==> src/twc_map.svh <==
`ifndef TWC_MAP_SVH
`define TWC_MAP_SVH

// Register addresses in the special-function space
`define TWC_AUX_ADDR 8'h90
`define TWC_CTL_ADDR 8'h93
`define TWC_STA_ADDR 8'h94
`define TWC_DAT_ADDR 8'h95
`define TWC_ADR_ADDR 8'h96

// Reset values
`define TWC_AUX_RST 8'hFF
`define TWC_CTL_RST 8'h00
`define TWC_DAT_RST 8'hFF
`define TWC_ADR_RST 8'hFE

// Control register fields
`define TWC_B_RHI   7
`define TWC_B_EN    6
`define TWC_B_START 5
`define TWC_B_STOP  4
`define TWC_B_FLAG  3
`define TWC_B_ACK   2
`define TWC_B_RMID  1
`define TWC_B_RLO   0

// Own-address register field
`define TWC_B_GCEN 0

// Auxiliary register fields
`define TWC_B_AUX_DATA 7
`define TWC_B_AUX_CLK  6
`define TWC_B_AUX_KEY  0

// Status codes
`define TWC_ST_ERR      8'h00
`define TWC_ST_START    8'h08
`define TWC_ST_RSTART   8'h10
`define TWC_ST_AW_ACK   8'h18
`define TWC_ST_AW_NAK   8'h20
`define TWC_ST_TD_ACK   8'h28
`define TWC_ST_TD_NAK   8'h30
`define TWC_ST_ARB      8'h38
`define TWC_ST_AR_ACK   8'h40
`define TWC_ST_AR_NAK   8'h48
`define TWC_ST_RD_ACK   8'h50
`define TWC_ST_RD_NAK   8'h58
`define TWC_ST_SW       8'h60
`define TWC_ST_SGC      8'h70
`define TWC_ST_SD_ACK   8'h80
`define TWC_ST_SD_NAK   8'h88
`define TWC_ST_GD_ACK   8'h90
`define TWC_ST_GD_NAK   8'h98
`define TWC_ST_SSTOP    8'hA0
`define TWC_ST_SR       8'hA8
`define TWC_ST_XD_ACK   8'hB8
`define TWC_ST_XD_NAK   8'hC0
`define TWC_ST_XLAST    8'hC8
`define TWC_ST_IDLE     8'hF8

// Quarter-bit dividers, in clk cycles, per rate selection
`define TWC_QDIV_0 8'd64
`define TWC_QDIV_1 8'd56
`define TWC_QDIV_2 8'd48
`define TWC_QDIV_3 8'd40
`define TWC_QDIV_4 8'd240
`define TWC_QDIV_5 8'd30
`define TWC_QDIV_6 8'd15
`define TWC_QDIV_7 8'd8

`endif

==> src/twc_pkg.sv <==
package twc_pkg;
  typedef logic [2:0] twc_rate_t;
  // Gray along idle, start, bits, hold
  typedef enum logic [2:0] {
    TWC_IDLE  = 3'b000,
    TWC_START = 3'b001,
    TWC_BITS  = 3'b011,
    TWC_HOLD  = 3'b010,
    TWC_STOP  = 3'b110
  } twc_state_t;
  typedef enum logic [2:0] {
    TWC_NONE, TWC_LISTEN, TWC_MTX, TWC_MRX, TWC_SRX, TWC_STX
  } twc_role_t;
endpackage

==> src/twc_sync.sv <==
module twc_sync #(
  parameter int W = 1
) (
  // Clock and reset
  input  wire logic         clk,
  input  wire logic         nrst,
  // Pins in, synchronised out
  input  wire logic [W-1:0] d,
  output logic      [W-1:0] q
);
  import twc_pkg::*;
  logic [W-1:0] m_q;
  // Resets high so idle wires show no false edge
  always_ff @(posedge clk or negedge nrst) begin
    if (!nrst) begin
      m_q <= {W{1'b1}};
      q   <= {W{1'b1}};
    end else begin
      m_q <= d;
      q   <= m_q;
    end
  end
endmodule // twc_sync

==> src/twc_rate.sv <==
`include "twc_map.svh"
module twc_rate (
  // Clock and reset
  input  wire logic             clk,
  input  wire logic             nrst,
  // Control
  input  wire logic             en,
  input  wire twc_pkg::twc_rate_t sel,
  // Quarter-bit enable pulse
  output logic                  tick
);
  import twc_pkg::*;
  logic [7:0] cnt_q;
  logic [7:0] cnt_d;
  logic [7:0] lim;
  logic       tick_d;

  // Divider restarts whenever the block is off
  always_comb begin
    case (sel)
      3'h0: lim = `TWC_QDIV_0;
      3'h1: lim = `TWC_QDIV_1;
      3'h2: lim = `TWC_QDIV_2;
      3'h3: lim = `TWC_QDIV_3;
      3'h4: lim = `TWC_QDIV_4;
      3'h5: lim = `TWC_QDIV_5;
      3'h6: lim = `TWC_QDIV_6;
      default: lim = `TWC_QDIV_7;
    endcase
    tick_d = 1'b0;
    cnt_d  = cnt_q + 8'h01;
    if (!en) begin
      cnt_d = 8'h00;
    end else if (cnt_q >= lim - 8'h01) begin
      cnt_d  = 8'h00;
      tick_d = 1'b1;
    end
  end

  always_ff @(posedge clk or negedge nrst) begin
    if (!nrst) begin
      cnt_q <= 8'h00;
      tick  <= 1'b0;
    end else begin
      cnt_q <= cnt_d;
      tick  <= tick_d;
    end
  end
endmodule // twc_rate

==> src/twc_top.sv <==
`include "twc_map.svh"
module twc_top (
  // Clock and reset
  input  wire logic       clk,
  input  wire logic       nrst,
  // Special-function register port
  input  wire logic [7:0] sfr_addr,
  input  wire logic [7:0] sfr_wdata,
  input  wire logic       sfr_wr,
  input  wire logic       sfr_rd,
  output logic      [7:0] sfr_rdata,
  // Two-wire bus pins
  input  wire logic       sda_i,
  output logic            sda_o,
  output logic            sda_oe,
  input  wire logic       scl_i,
  output logic            scl_o,
  output logic            scl_oe,
  // Auxiliary port
  input  wire logic       keyboard_input_line,
  output logic      [4:0] audio_ctl
);
  import twc_pkg::*;

  logic [7:0] ctl_q, ctl_d, dat_q, dat_d, adr_q, adr_d, code_q, code_d, sh_q, sh_d;
  logic [4:0] aux_q, aux_d;
  logic [3:0] cnt_q, cnt_d;
  logic [1:0] ph_q, ph_d;
  twc_state_t st_q, st_d;
  twc_role_t  role_q, role_d;
  logic first_q, first_d, rep_q, rep_d, gc_q, gc_d, last_q, last_d, nak_q, nak_d;
  logic busy_q, busy_d, sda_oe_d, scl_oe_d, sda_p, scl_p, sda_oe_q, scl_oe_q;
  logic sda_s, scl_s, kin_s, tick, si_set, bus_err, gc_hit, own_hit;
  logic scl_rise, scl_fall, start_det, stop_det, master;
  logic [7:0] rdata_d;

  // Pins pass two flops before any logic
  twc_sync #(.W(3)) u_sync (
    .clk  (clk),
    .nrst (nrst),
    .d    ({sda_i, scl_i, keyboard_input_line}),
    .q    ({sda_s, scl_s, kin_s})
  );

  // Quarter-bit tick for master timing
  twc_rate u_rate (
    .clk  (clk),
    .nrst (nrst),
    .en   (ctl_q[`TWC_B_EN]),
    .sel  ({ctl_q[`TWC_B_RHI], ctl_q[`TWC_B_RMID], ctl_q[`TWC_B_RLO]}),
    .tick (tick)
  );

  // Bus conditions seen on the synchronised wires
  assign scl_rise  = scl_s & ~scl_p;
  assign scl_fall  = ~scl_s & scl_p;
  assign start_det = scl_s & scl_p & sda_p & ~sda_s;
  assign stop_det  = scl_s & scl_p & ~sda_p & sda_s;
  assign master    = (role_q == TWC_MTX) | (role_q == TWC_MRX);
  assign own_hit   = sh_q[7:1] == adr_q[7:1];
  assign gc_hit    = adr_q[`TWC_B_GCEN] & (sh_q == 8'h00);

  // Registers and protocol engine, next values
  always_comb begin
    ctl_d = ctl_q; dat_d = dat_q; adr_d = adr_q; aux_d = aux_q; code_d = code_q;
    st_d = st_q; role_d = role_q; ph_d = ph_q; cnt_d = cnt_q; sh_d = sh_q;
    first_d = first_q; rep_d = rep_q; gc_d = gc_q; last_d = last_q; nak_d = nak_q;
    sda_oe_d = sda_oe_q; scl_oe_d = scl_oe_q;
    si_set = 1'b0;
    bus_err = 1'b0;
    busy_d = start_det ? 1'b1 : (stop_det ? 1'b0 : busy_q);
    // Software writes first so that hardware sets win below
    if (sfr_wr) begin
      case (sfr_addr)
        `TWC_CTL_ADDR: begin
          ctl_d = sfr_wdata;
          ctl_d[`TWC_B_FLAG] = ctl_q[`TWC_B_FLAG] & sfr_wdata[`TWC_B_FLAG];
          if (ctl_q[`TWC_B_FLAG] && !sfr_wdata[`TWC_B_FLAG]) begin
            code_d = `TWC_ST_IDLE;
          end
        end
        `TWC_DAT_ADDR: dat_d = sfr_wdata;
        `TWC_ADR_ADDR: adr_d = sfr_wdata;
        `TWC_AUX_ADDR: aux_d = sfr_wdata[5:1];
        default: ;
      endcase
    end
    if (!ctl_q[`TWC_B_EN]) begin
      // Off: lines released, engine parked
      st_d = TWC_IDLE;
      role_d = TWC_NONE;
      sda_oe_d = 1'b0;
      scl_oe_d = 1'b0;
    end else begin
      case (st_q)
        TWC_IDLE: begin
          sda_oe_d = 1'b0;
          scl_oe_d = 1'b0;
          if (start_det && ctl_q[`TWC_B_ACK] && !ctl_q[`TWC_B_FLAG]) begin
            st_d = TWC_BITS;
            role_d = TWC_LISTEN;
            cnt_d = 4'hF; // The START's own clock fall is skipped
          end else if (ctl_q[`TWC_B_START] && !busy_q && !ctl_q[`TWC_B_FLAG]) begin
            st_d = TWC_START;
            ph_d = 2'd0;
            rep_d = 1'b0;
          end
        end
        TWC_START: if (tick) begin
          case (ph_q)
            2'd0: begin sda_oe_d = 1'b0; ph_d = 2'd1; end
            2'd1: begin scl_oe_d = 1'b0; ph_d = 2'd2; end
            2'd2: if (scl_s && sda_s) begin sda_oe_d = 1'b1; ph_d = 2'd3; end
            default: begin
              scl_oe_d = 1'b1;
              code_d = rep_q ? `TWC_ST_RSTART : `TWC_ST_START;
              si_set = 1'b1;
              st_d = TWC_HOLD;
              role_d = TWC_MTX;
              first_d = 1'b1;
            end
          endcase
        end
        TWC_STOP: if (tick) begin
          case (ph_q)
            2'd0: begin sda_oe_d = 1'b1; scl_oe_d = 1'b1; ph_d = 2'd1; end
            2'd1: begin scl_oe_d = 1'b0; ph_d = 2'd2; end
            2'd2: if (scl_s) ph_d = 2'd3;
            default: begin
              sda_oe_d = 1'b0;
              ctl_d[`TWC_B_STOP] = 1'b0;
              st_d = TWC_IDLE;
              role_d = TWC_NONE;
            end
          endcase
        end
        TWC_HOLD: if (!ctl_q[`TWC_B_FLAG]) begin
          // Software has serviced the flag: resume
          ph_d = 2'd0;
          cnt_d = 4'h0;
          sh_d = dat_q;
          if (master) begin
            if (ctl_q[`TWC_B_STOP]) st_d = TWC_STOP;
            else if (ctl_q[`TWC_B_START]) begin
              st_d = TWC_START;
              rep_d = 1'b1;
            end else st_d = TWC_BITS;
          end else if (role_q == TWC_SRX || role_q == TWC_STX) begin
            st_d = TWC_BITS;
            scl_oe_d = 1'b0;
            if (role_q == TWC_STX) begin
              sda_oe_d = ~dat_q[7];
              last_d = ~ctl_q[`TWC_B_ACK];
            end
          end else begin
            // Internal release only, no STOP on the wire
            st_d = TWC_IDLE;
            scl_oe_d = 1'b0;
            sda_oe_d = 1'b0;
            ctl_d[`TWC_B_STOP] = 1'b0;
          end
        end
        TWC_BITS: begin
          if (start_det || stop_det) begin
            if (role_q == TWC_LISTEN) begin
              if (stop_det) st_d = TWC_IDLE;
              cnt_d = 4'hF;
            end else if (cnt_q == 4'h0 && (role_q == TWC_SRX || role_q == TWC_STX)) begin
              code_d = `TWC_ST_SSTOP;
              si_set = 1'b1;
              st_d = TWC_HOLD;
              role_d = TWC_NONE;
              sda_oe_d = 1'b0;
            end else begin
              bus_err = 1'b1;
              code_d = `TWC_ST_ERR;
              si_set = 1'b1;
              st_d = TWC_HOLD;
              role_d = TWC_NONE;
              sda_oe_d = 1'b0;
              scl_oe_d = 1'b0;
            end
          end else if (master) begin
            if (tick) begin
              case (ph_q)
                2'd0: begin
                  scl_oe_d = 1'b1;
                  ph_d = 2'd1;
                  if (cnt_q == 4'h8) begin
                    // Transmitter ignores ack-enable and frees the line
                    sda_oe_d = (role_q == TWC_MRX) & ctl_q[`TWC_B_ACK];
                  end else begin
                    sda_oe_d = (role_q == TWC_MTX) & ~sh_q[7];
                  end
                end
                2'd1: begin scl_oe_d = 1'b0; ph_d = 2'd2; end
                2'd2: if (scl_s) begin
                  // Waits here while a slave stretches the clock
                  ph_d = 2'd3;
                  if (cnt_q == 4'h8) nak_d = sda_s;
                  else begin
                    sh_d = {sh_q[6:0], sda_s};
                    if (role_q == TWC_MTX && !sda_oe_q && !sda_s) begin
                      code_d = `TWC_ST_ARB;
                      si_set = 1'b1;
                      st_d = TWC_HOLD;
                      role_d = TWC_NONE;
                      scl_oe_d = 1'b0;
                    end
                  end
                end
                default: begin
                  scl_oe_d = 1'b1;
                  ph_d = 2'd0;
                  if (cnt_q == 4'h8) begin
                    // Ack level kept through the hold: no data edge meets the clock fall
                    dat_d = sh_q;
                    si_set = 1'b1;
                    st_d = TWC_HOLD;
                    first_d = 1'b0;
                    if (first_q && sh_q[0]) begin
                      code_d = nak_q ? `TWC_ST_AR_NAK : `TWC_ST_AR_ACK;
                      role_d = TWC_MRX;
                    end else if (first_q) begin
                      code_d = nak_q ? `TWC_ST_AW_NAK : `TWC_ST_AW_ACK;
                    end else if (role_q == TWC_MTX) begin
                      code_d = nak_q ? `TWC_ST_TD_NAK : `TWC_ST_TD_ACK;
                    end else begin
                      code_d = sda_oe_q ? `TWC_ST_RD_ACK : `TWC_ST_RD_NAK;
                    end
                  end else cnt_d = cnt_q + 4'h1;
                end
              endcase
            end
          end else if (scl_rise) begin
            // Slave samples on the remote master's clock
            if (cnt_q == 4'h8) nak_d = sda_s;
            else sh_d = {sh_q[6:0], sda_s};
          end else if (scl_fall) begin
            if (cnt_q == 4'hF) begin
              cnt_d = 4'h0;
            end else if (cnt_q < 4'h7) begin
              cnt_d = cnt_q + 4'h1;
              if (role_q == TWC_STX) sda_oe_d = ~sh_q[7];
            end else if (cnt_q == 4'h7) begin
              cnt_d = 4'h8;
              case (role_q)
                TWC_LISTEN: begin
                  if ((own_hit || gc_hit) && ctl_q[`TWC_B_ACK]) sda_oe_d = 1'b1;
                  else begin
                    st_d = TWC_IDLE;
                    role_d = TWC_NONE;
                  end
                end
                TWC_SRX: sda_oe_d = ctl_q[`TWC_B_ACK];
                default: sda_oe_d = 1'b0;
              endcase
            end else begin
              // Ack slot over: report and stretch the clock
              sda_oe_d = 1'b0;
              scl_oe_d = 1'b1;
              si_set = 1'b1;
              st_d = TWC_HOLD;
              case (role_q)
                TWC_LISTEN: begin
                  dat_d = sh_q;
                  gc_d = gc_hit;
                  if (sh_q[0] && !gc_hit) begin
                    code_d = `TWC_ST_SR;
                    role_d = TWC_STX;
                  end else begin
                    code_d = gc_hit ? `TWC_ST_SGC : `TWC_ST_SW;
                    role_d = TWC_SRX;
                  end
                end
                TWC_SRX: begin
                  dat_d = sh_q;
                  if (sda_oe_q) code_d = gc_q ? `TWC_ST_GD_ACK : `TWC_ST_SD_ACK;
                  else begin
                    code_d = gc_q ? `TWC_ST_GD_NAK : `TWC_ST_SD_NAK;
                    role_d = TWC_NONE;
                  end
                end
                default: begin
                  if (nak_q) code_d = `TWC_ST_XD_NAK;
                  else if (last_q) code_d = `TWC_ST_XLAST;
                  else code_d = `TWC_ST_XD_ACK;
                  if (nak_q || last_q) role_d = TWC_NONE;
                end
              endcase
            end
          end
        end
        default: st_d = TWC_IDLE;
      endcase
    end
    if (si_set) ctl_d[`TWC_B_FLAG] = 1'b1;
  end

  always_ff @(posedge clk or negedge nrst) begin
    if (!nrst) begin
      ctl_q <= `TWC_CTL_RST; dat_q <= `TWC_DAT_RST; adr_q <= `TWC_ADR_RST;
      aux_q <= 5'h1F; code_q <= `TWC_ST_IDLE; st_q <= TWC_IDLE; role_q <= TWC_NONE;
      ph_q <= 2'd0; cnt_q <= 4'h0; sh_q <= 8'h00; first_q <= 1'b0; rep_q <= 1'b0;
      gc_q <= 1'b0; last_q <= 1'b0; nak_q <= 1'b0; busy_q <= 1'b0;
      sda_oe <= 1'b0; scl_oe <= 1'b0; sda_p <= 1'b1; scl_p <= 1'b1;
    end else begin
      ctl_q <= ctl_d; dat_q <= dat_d; adr_q <= adr_d; aux_q <= aux_d; code_q <= code_d;
      st_q <= st_d; role_q <= role_d; ph_q <= ph_d; cnt_q <= cnt_d; sh_q <= sh_d;
      first_q <= first_d; rep_q <= rep_d; gc_q <= gc_d; last_q <= last_d;
      nak_q <= nak_d; busy_q <= busy_d; sda_oe <= sda_oe_d; scl_oe <= scl_oe_d;
      sda_p <= sda_s; scl_p <= scl_s;
    end
  end

  assign sda_oe_q = sda_oe;
  assign scl_oe_q = scl_oe;

  // Read data; unmapped addresses answer zero
  always_comb begin
    rdata_d = sfr_rdata;
    if (sfr_rd) begin
      case (sfr_addr)
        `TWC_CTL_ADDR: rdata_d = ctl_q;
        `TWC_STA_ADDR: rdata_d = {code_q[7:3], 3'b000};
        `TWC_DAT_ADDR: rdata_d = dat_q;
        `TWC_ADR_ADDR: rdata_d = adr_q;
        `TWC_AUX_ADDR: rdata_d = {sda_s, scl_s, 1'b0, aux_q[3:0], kin_s};
        default:       rdata_d = 8'h00;
      endcase
    end
  end

  // Pins only ever pull low; outputs held in flops
  always_ff @(posedge clk or negedge nrst) begin
    if (!nrst) begin
      sfr_rdata <= 8'h00;
      sda_o     <= 1'b0;
      scl_o     <= 1'b0;
      audio_ctl <= 5'h1F;
    end else begin
      sfr_rdata <= rdata_d;
      sda_o     <= 1'b0;
      scl_o     <= 1'b0;
      audio_ctl <= aux_q;
    end
  end
endmodule // twc_top

==> config.mk <==
export PLATFORM = sky130hd
export DESIGN_NAME = twc_top
export DESIGN_NICKNAME = d
export VERILOG_FILES = /design/src/twc_pkg.sv /design/src/twc_sync.sv /design/src/twc_rate.sv /design/src/twc_top.sv
export VERILOG_INCLUDE_DIRS = /design/src
export SDC_FILE = /design/constraint.sdc
export NUM_CORES = 1
export LEC_CHECK = 0
export ABC_AREA = 1
export BUFFER_PORTS_ARGS = -buffer_cell sky130_fd_sc_hd__buf_4
export CORE_MARGIN = 2
export CORE_UTILIZATION = 50
export CTS_BUF_LIST = sky130_fd_sc_hd__clkbuf_8 sky130_fd_sc_hd__clkbuf_16
export CTS_CLUSTER_DIAMETER = 30
export CTS_CLUSTER_SIZE = 24
export DETAILED_ROUTE_END_ITERATION = 8
export PLACE_DENSITY = 0.7
export SLEW_MARGIN = 10
export SYNTH_ARGS = -nofsm -noshare
export SYNTH_HDL_FRONTEND = slang
export SYNTH_SLANG_ARGS = --single-unit
==> constraint.sdc <==
create_clock -name clk -period 2.8 [get_ports clk]
set_clock_uncertainty 0.1 [all_clocks]
set_input_delay 0 -clock clk [delete_from_list [all_inputs] [get_ports clk]]
set_output_delay 0 -clock clk [all_outputs]
set_load 0.02 [all_outputs]
==> flow_metrics.py, run 1 <==
metrics = {
    "min_path": {
        "hold_class": "input pin to flop",
    },
    "logic_synthesis": {
        "synth_cells": 923,
        "synth_top_flop_cell": "dfrtp_1",
        "yosys.area.top_type_share_pct": 21.5,
        "syn_area_mm2": 0.00630,
        "synthArstFlopShare_pct": 100,
        "ys_seq_elements": 92,
        "yosys_warnings": 0,
        "ys_top_cells_by_area": "dfrtp_1 21%, nand2_1 16%, dfstp_2 16%, inv_1 6.6%, o21ai_0 6.2%",
        "syn_area_per_cell_um2": 6.82,
        "yosys.area.top_type": "dfrtp_1",
        "synthDistinctLibCells": 50,
        "synth_edf_count": 0,
        "yosysSeqAreaShare_pct": 37.3,
    },
    "clocking": {
        "root_buffer": "clkbuf_16",
        "clk_latency_ns": 0.36,
        "cts_buffers": 9,
        "clk_pin_slew_worst_paths_ns": 0.07,
        "tritoncts": "built",
        "cts_setup_buffers": 0,
        "cts_sinks": 92,
        "clk_path_buf_depth": 2,
        "htreeDepth": 3,
    },
    "layout": {
        "drive_gt1_share_pct": 14.7,
        "n_antenna_cell": 0,
        "final_nets": 1027,
        "utilization_pct": 59.8,
        "nFillCells": 1183,
        "final_area_mm2": 0.00727,
        "area_delta_synth_final_pct": 15.5,
    },
    "setup_path": {
        "reg2reg_to": "u_rate.cnt_q[1]",
        "cp.arrival_ns": 2.73,
        "cpLargestDelayFamily": "compound AO/OA/AOI/OAI gates",
        "cp_cell_sequence": "nor3_2 -> a21oi_1 -> ha_1 -> xnor2_1 -> xor2_1 -> inv_1 -> ha_1 -> a21o_1 -> a221oi_2 -> nand4_1 -> buf_4 -> nor2_1",
        "path_depth": 12,
        "r2r_slack_ns": 0.25,
        "critPathLaunch": "ctl_q[1]",
        "slowest_delay_ns": 0.45,
        "crit_buf_inv": 2,
        "crit_fanout": 7,
        "path_common_cell": "ha_1",
        "r2r-start": "ctl_q[1]",
        "required_ns": 2.99,
        "endpoint": "u_rate.cnt_q[1]",
        "critPathKind": "flop to flop",
        "critPathCaptureType": "flop",
        "start_kind": "flop",
        "cpMaxStageDelayCell": "dfrtp_2",
        "reg2reg_depth": 12,
    },
    "pwr": {
        "switching_share_pct": 28.0,
        "clkPwrFrac_pct": 40.8,
        "power.internal_uw": 2150,
        "comb_power_share_pct": 11.1,
        "peakVddDrop_uv": 320,
        "switchingPower_uw": 838,
        "p_leak_uw": 0.00361,
        "seq_power_share_pct": 48.2,
        "p_per_area_mw_per_mm2": 411,
    },
    "sta": {
        "setup_tns_ns": 0,
        "finalWorstSetupSlack_ns": 0.253,
        "worstMarginPinSlew_ns": 0.920,
        "rsz0062_at_grt": "no",
        "fin_crit_sh_pct": 91.0,
        "slew_viol_final": 0,
        "fin_crit_ns": 2.55,
        "timing.hold.ws_ns": 0.00570,
        "finalSetupViolCount": 0,
        "fmax_mhz": 393,
        "finalHoldViolations": 0,
        "slew_headroom_pct": 38.7,
    },
    "global_route": {
        "grt.met3_usage_pct": 3.74,
        "grt-busiest-layer": "met2",
        "use_met1_pct": 41.3,
        "grt_pass1_vias": 6237,
        "grt_pass1_wl_um": 32400,
        "grtUsageMet2_pct": 51.3,
        "grt_max_degree": 73,
        "gr-usage-all-layers_pct": 31.7,
        "overflow": 0,
        "grt_antenna_before_repair": 0,
    },
    "floorplanning": {
        "dieArea_mm2": 0.0135,
        "start_util_pct": 51.8,
        "io-pin-count": 40,
        "dieHeight_um": 116,
        "die_x_um": 116,
        "core_mm2": 0.0122,
        "core.rowCount": 40,
    },
    "detailed_routing": {
        "ant_nets": 0,
        "viasPerCell": 5.58,
        "drc": 0,
        "routed_wl_um": 20000,
        "num_vias": 6470,
        "firstDrtPassIters": 5,
        "drtIter0Drc": 648,
        "wl_per_cell_um": 17.2,
    },
    "placed_design": {
        "detailedPlace.worstSlack_ns": 0.0944,
        "io_buffer_count": 37,
        "postPlaceCellArea_mm2": 0.00685,
        "dp_hpwl_um": 15200,
        "globalplace.congestion": 0.991,
    },
    "run_status": {
        "outcome": "finished, final reports clean",
    },
    "job": {
        "drv_cap": 0,
    },
}
-- through the flow --
stage | total power (µW) | std cells
floorplan | 1630 | 925
global placement | 1770 | 1131
detailed placement | 1780 | 1131
CTS | 3000 | 1160
global route | 3110 | 1160
finish | 2990 | 1160
-- repair_timing --
action | in CTS | in global routing
endpoints found under the setup margin | 0 | 8
hold buffers | 13 | 0
gates resized for setup | 0 | 4
hold endpoints to repair | 88 | 0
-- power groups by stage --
stage | registers, µW | logic, µW | clock network [µW]
6_report | 1440 | 331 | 1220
5_1_grt | 1450 | 371 | 1300
4_1_cts | 1440 | 329 | 1230
3_5_place_dp | 1460 | 314 | 0
3_3_place_gp | 1460 | 309 | 0
2_1_floorplan | 1460 | 174 | 0
-- cell usage in the layout (no fill, tap or decap), types with 17 or more instances in the layout --
| cell type | Yosys | final |
|---|---|---|
| a21oi_1 | 48 | 48 |
| buf_4 | 3 | 57 |
| dfrtp_1 | 54 | 52 |
| dfstp_2 | 38 | 38 |
| ha_1 | 17 | 17 |
| inv_1 | 111 | 112 |
| nand2_1 | 274 | 274 |
| nand3_1 | 70 | 70 |
| nand4_1 | 18 | 18 |
| nor2_1 | 99 | 99 |
| o21ai_0 | 78 | 78 |
-- worst min-delay path by stage --
stage	from	end	slack [ns]	cells past startpoint
final	sfr_wr	aux_q[4]	0.006	4
after global routing	sfr_wr	aux_q[3]	0.05	4
after CTS	sfr_wr	aux_q[4]	0.004	4
after detailed placement	keyboard_input_line	u_sync.m_q[0]	0.009	1
after global placement	scl_i	u_sync.m_q[1]	0.008	1
after floorplan	nrst	adr_q[0]	-0.40	0
-- routing by layer --
layer	routed length, µm	vias up
li1	-	3156
met1	8610	2962
met2	9020	287
met3	1250	65
met4	1110	0
met5	0	-
-- synth_stat cells (3+ instances only) --
library cell / count
a21oi_1: 48
a31oi_1: 5
buf_2: 7
buf_4: 3
clkbuf_1: 7
dfrtp_1: 54
dfstp_2: 38
ha_1: 17
inv_1: 111
inv_2: 6
mux2_2: 5
nand2_1: 274
nand2_2: 3
nand3_1: 70
nand3b_1: 5
nand4_1: 18
nor2_1: 99
nor2_2: 7
nor2_4: 3
nor3_1: 7
nor4_1: 3
o211ai_1: 3
o21ai_0: 78
o21ai_1: 4
o21ai_2: 3
o221ai_1: 3
o22ai_1: 8
xnor2_1: 6
xor2_1: 6
-- logic make-up after synthesis --
group                      after synthesis  share of synthesized area (%)
other                                    1                         0.0595
xor gates and xnor gates                12                           1.67
and+or+nand+nor                        496                           33.8
AOI/OAI and AO/OA                      164                           14.4
DFF                                     92                           37.3
muxes                                    5                          0.894
adders and majority gates               17                           3.38
buffers and inverters                  136                           8.54
-- cell type report --
class	instances	area (µm²)	area share, %
Clock buffer	10	239	3.29
Clock inverter	6	46.3	0.636
Inverter	117	439	6.04
Multi-Input combinational cell	697	3430	47.1
Sequential cell	92	2350	32.3
Tap cell	168	210	2.89
Timing Repair Buffer	70	558	7.67
-- sequential cells by signal, summed over array words and instances (netlist names), 2 cells and up --
| signal | flops |
|---|---|
| cnt_q | 4 |
| u_rate.cnt_q | 8 |
| sfr_rdata | 8 |
| role_q | 3 |
| ctl_q | 8 |
| aux_q | 5 |
| st_q | 3 |
| ph_q | 2 |
| adr_q | 8 |
| dat_q | 8 |
| sh_q | 8 |
| u_sync.q | 3 |
| u_sync.m_q | 3 |
| audio_ctl | 5 |
| code_q | 5 |
-- worst reg2reg max path: cells and delay by family (launching register included) --
kind	cells	cell delay [ns]
and+or+nand+nor	3	0.45
DFF	1	0.45
AOI/OAI and AO/OA	3	0.50
buffers and inverters	2	0.24
xor gates and xnor gates	2	0.32
adders and majority gates	2	0.40
Note: power is estimated with default switching activity, not from simulation.
==> run 2, diff against run 1 <==
--- a/config.mk
+++ b/config.mk
@@ -15,6 +15,7 @@
 export CTS_CLUSTER_SIZE = 24
 export DETAILED_ROUTE_END_ITERATION = 8
 export PLACE_DENSITY = 0.7
+export RECOVER_POWER = 25
 export SLEW_MARGIN = 10
 export SYNTH_ARGS = -nofsm -noshare
 export SYNTH_HDL_FRONTEND = slang
==> flow_metrics.py, run 2 (synthesis gave the netlist of run 1 again) <==
metrics = {
    "detailed_routing": {
        "dr_wl_met2_um": 8990,
        "ant_nets": 0,
        "drc": 0,
        "num_vias": 6537,
        "viasPerCell": 5.64,
        "routed_wl_um": 20000,
        "drtIter0Drc": 663,
        "wl_met3_um": 1290,
        "maxUsedRoutingLayer": "met4",
        "drt-met1-wl_um": 8580,
        "wl_per_cell_um": 17.3,
        "firstDrtPassIters": 5,
    },
    "setup_path": {
        "cp_cell_sequence": "nor3_2 -> a21oi_1 -> ha_1 -> xnor2_1 -> xor2_1 -> inv_1 -> ha_1 -> a21o_1 -> a221oi_2 -> nand4_1 -> buf_4 -> nor2_1",
        "start_kind": "flop",
        "path_common_cell": "ha_1",
        "critPathCaptureType": "flop",
        "required_ns": 2.99,
        "cpLargestDelayFamily": "compound AO/OA/AOI/OAI gates",
        "crit_buf_inv": 2,
        "path_depth": 12,
        "reg2reg_depth": 12,
        "slowest_delay_ns": 0.45,
        "crit_fanout": 7,
        "cpMaxStageDelayCell": "dfrtp_2",
        "critPathKind": "flop to flop",
        "cp.arrival_ns": 2.75,
    },
    "min_path": {
        "hold_class": "input pin to flop",
        "min_path_cells": 4,
    },
    "pwr": {
        "p_leak_uw": 0.00355,
        "peakVddDrop_uv": 320,
        "p_per_area_mw_per_mm2": 413,
    },
    "global_route": {
        "overflow": 0,
        "grt_pass1_wl_um": 32400,
        "grt_antenna_before_repair": 0,
        "gr-usage-all-layers_pct": 31.7,
        "grt_max_degree": 73,
        "grt_pass1_vias": 6237,
    },
    "clocking": {
        "clk_pin_slew_worst_paths_ns": 0.07,
        "clk_latency_ns": 0.36,
        "cts_setup_buffers": 0,
        "cts_buffers": 9,
        "cts_sinks": 92,
        "root_buffer": "clkbuf_16",
        "tritoncts": "built",
        "clk_path_buf_depth": 2,
        "htreeDepth": 3,
    },
    "sta": {
        "fin_crit_ns": 2.56,
        "finalHoldViolations": 0,
        "fin_crit_sh_pct": 91.5,
        "setup_tns_ns": 0,
        "finalSetupViolCount": 0,
        "rsz0062_at_grt": "no",
        "slew_headroom_pct": -21.4,
        "fmax_mhz": 390,
        "slew_viol_final": 73,
        "worstMarginPinSlew_ns": 1.82,
    },
    "layout": {
        "nFillCells": 1198,
        "final_nets": 1027,
        "area_delta_synth_final_pct": 14.6,
        "utilization_pct": 59.4,
        "final_area_mm2": 0.00722,
        "final_common_cell": "nand2_1",
        "n_antenna_cell": 0,
        "drive_gt1_share_pct": 12.7,
        "final_cell_mix": "274 x nand2_1, 112 x inv_1, 99 x nor2_1",
    },
    "placed_design": {
        "dp_hpwl_um": 15200,
        "io_buffer_count": 37,
        "postPlaceCellArea_mm2": 0.00685,
        "globalplace.congestion": 0.991,
    },
    "floorplanning": {
        "io-pin-count": 40,
        "die_x_um": 116,
        "start_util_pct": 51.8,
        "dieHeight_um": 116,
        "core_mm2": 0.0122,
        "dieArea_mm2": 0.0135,
        "core.rowCount": 40,
    },
    "job": {
        "drv_cap": 1,
    },
    "run_status": {
        "outcome": "finished with violations",
        "violations": "capacitance limit, slew limit",
    },
}
## run 2: cell count changes in the layout (fill, tap and decap cells not counted), sizes merged
cell | previous run | this run
buf | 57 | 37
clkbuf | 10 | 30
## run 2: what timing repair did
item | in CTS | in global routing
resized for setup | 0 | 4
endpoints found under the setup margin | 0 | 8
hold endpoints to repair | 88 | 0
hold buffers | 13 | 0
## run 2: worst register-to-register path, stage by stage, from the launching register on
cell and delay [ns]:
dfrtp_2 0.45, nor3_2 0.23, a21oi_1 0.09, ha_1 0.21, xnor2_1 0.17, xor2_1 0.15
inv_1 0.06, ha_1 0.19, a21o_1 0.18, a221oi_2 0.23, nand4_1 0.14, buf_4 0.19
nor2_1 0.10
## run 2: report_power, final
part / internal (µW) / total, µW / switching (µW)
sequential: 1400 / 1440 / 42.6
combinational: 113 / 324 / 211
clock: 635 / 1220 / 583
## run 2: path summary, 6_finish.rpt
kind / start / end / slack (ns)
max in group asynchronous: nrst / ctl_q[0] / 0.81
min in group asynchronous: nrst / role_q[0] / 0.56
worst min-delay path: sfr_wr / aux_q[4] / 0.007
worst max-delay path: ctl_q[1] / u_rate.cnt_q[1] / 0.24
worst max register to register: ctl_q[1] / u_rate.cnt_q[1] / 0.24
worst min register to register: u_sync.m_q[0] / u_sync.q[0] / 0.26
## run 2: layout make-up
type | instances | area, µm² | area share, %
Multi-Input combinational cell | 697 | 3430 | 47.5
Tap cell | 168 | 210 | 2.91
Sequential cell | 92 | 2350 | 32.6
Inverter | 117 | 439 | 6.08
Clock buffer | 10 | 239 | 3.31
Timing Repair Buffer | 70 | 503 | 6.97
Clock inverter | 6 | 46.3 | 0.641
## run 2: metrics by stage
stage | cells | setup WS (ns) | hold slack [ns] | total power (µW)
global placement | 1131 | 0.179 | 0.00822 | 1770
CTS | 1160 | 0.0672 | 0.00439 | 3000
finish | 1160 | 0.239 | 0.00656 | 2980
detailed placement | 1131 | 0.0944 | 0.00937 | 1780
global route | 1160 | 0.0243 | 0.0578 | 3110
floorplan | 925 | 0.0113 | -0.396 | 1630
## run 2: layer usage
layer / vias up / GRT usage (%)
met5: - / 0
met4: 0 / 18.4
met3: 77 / 3.74
met2: 295 / 51.3
met1: 3023 / 41.3
li1: 3142 / -
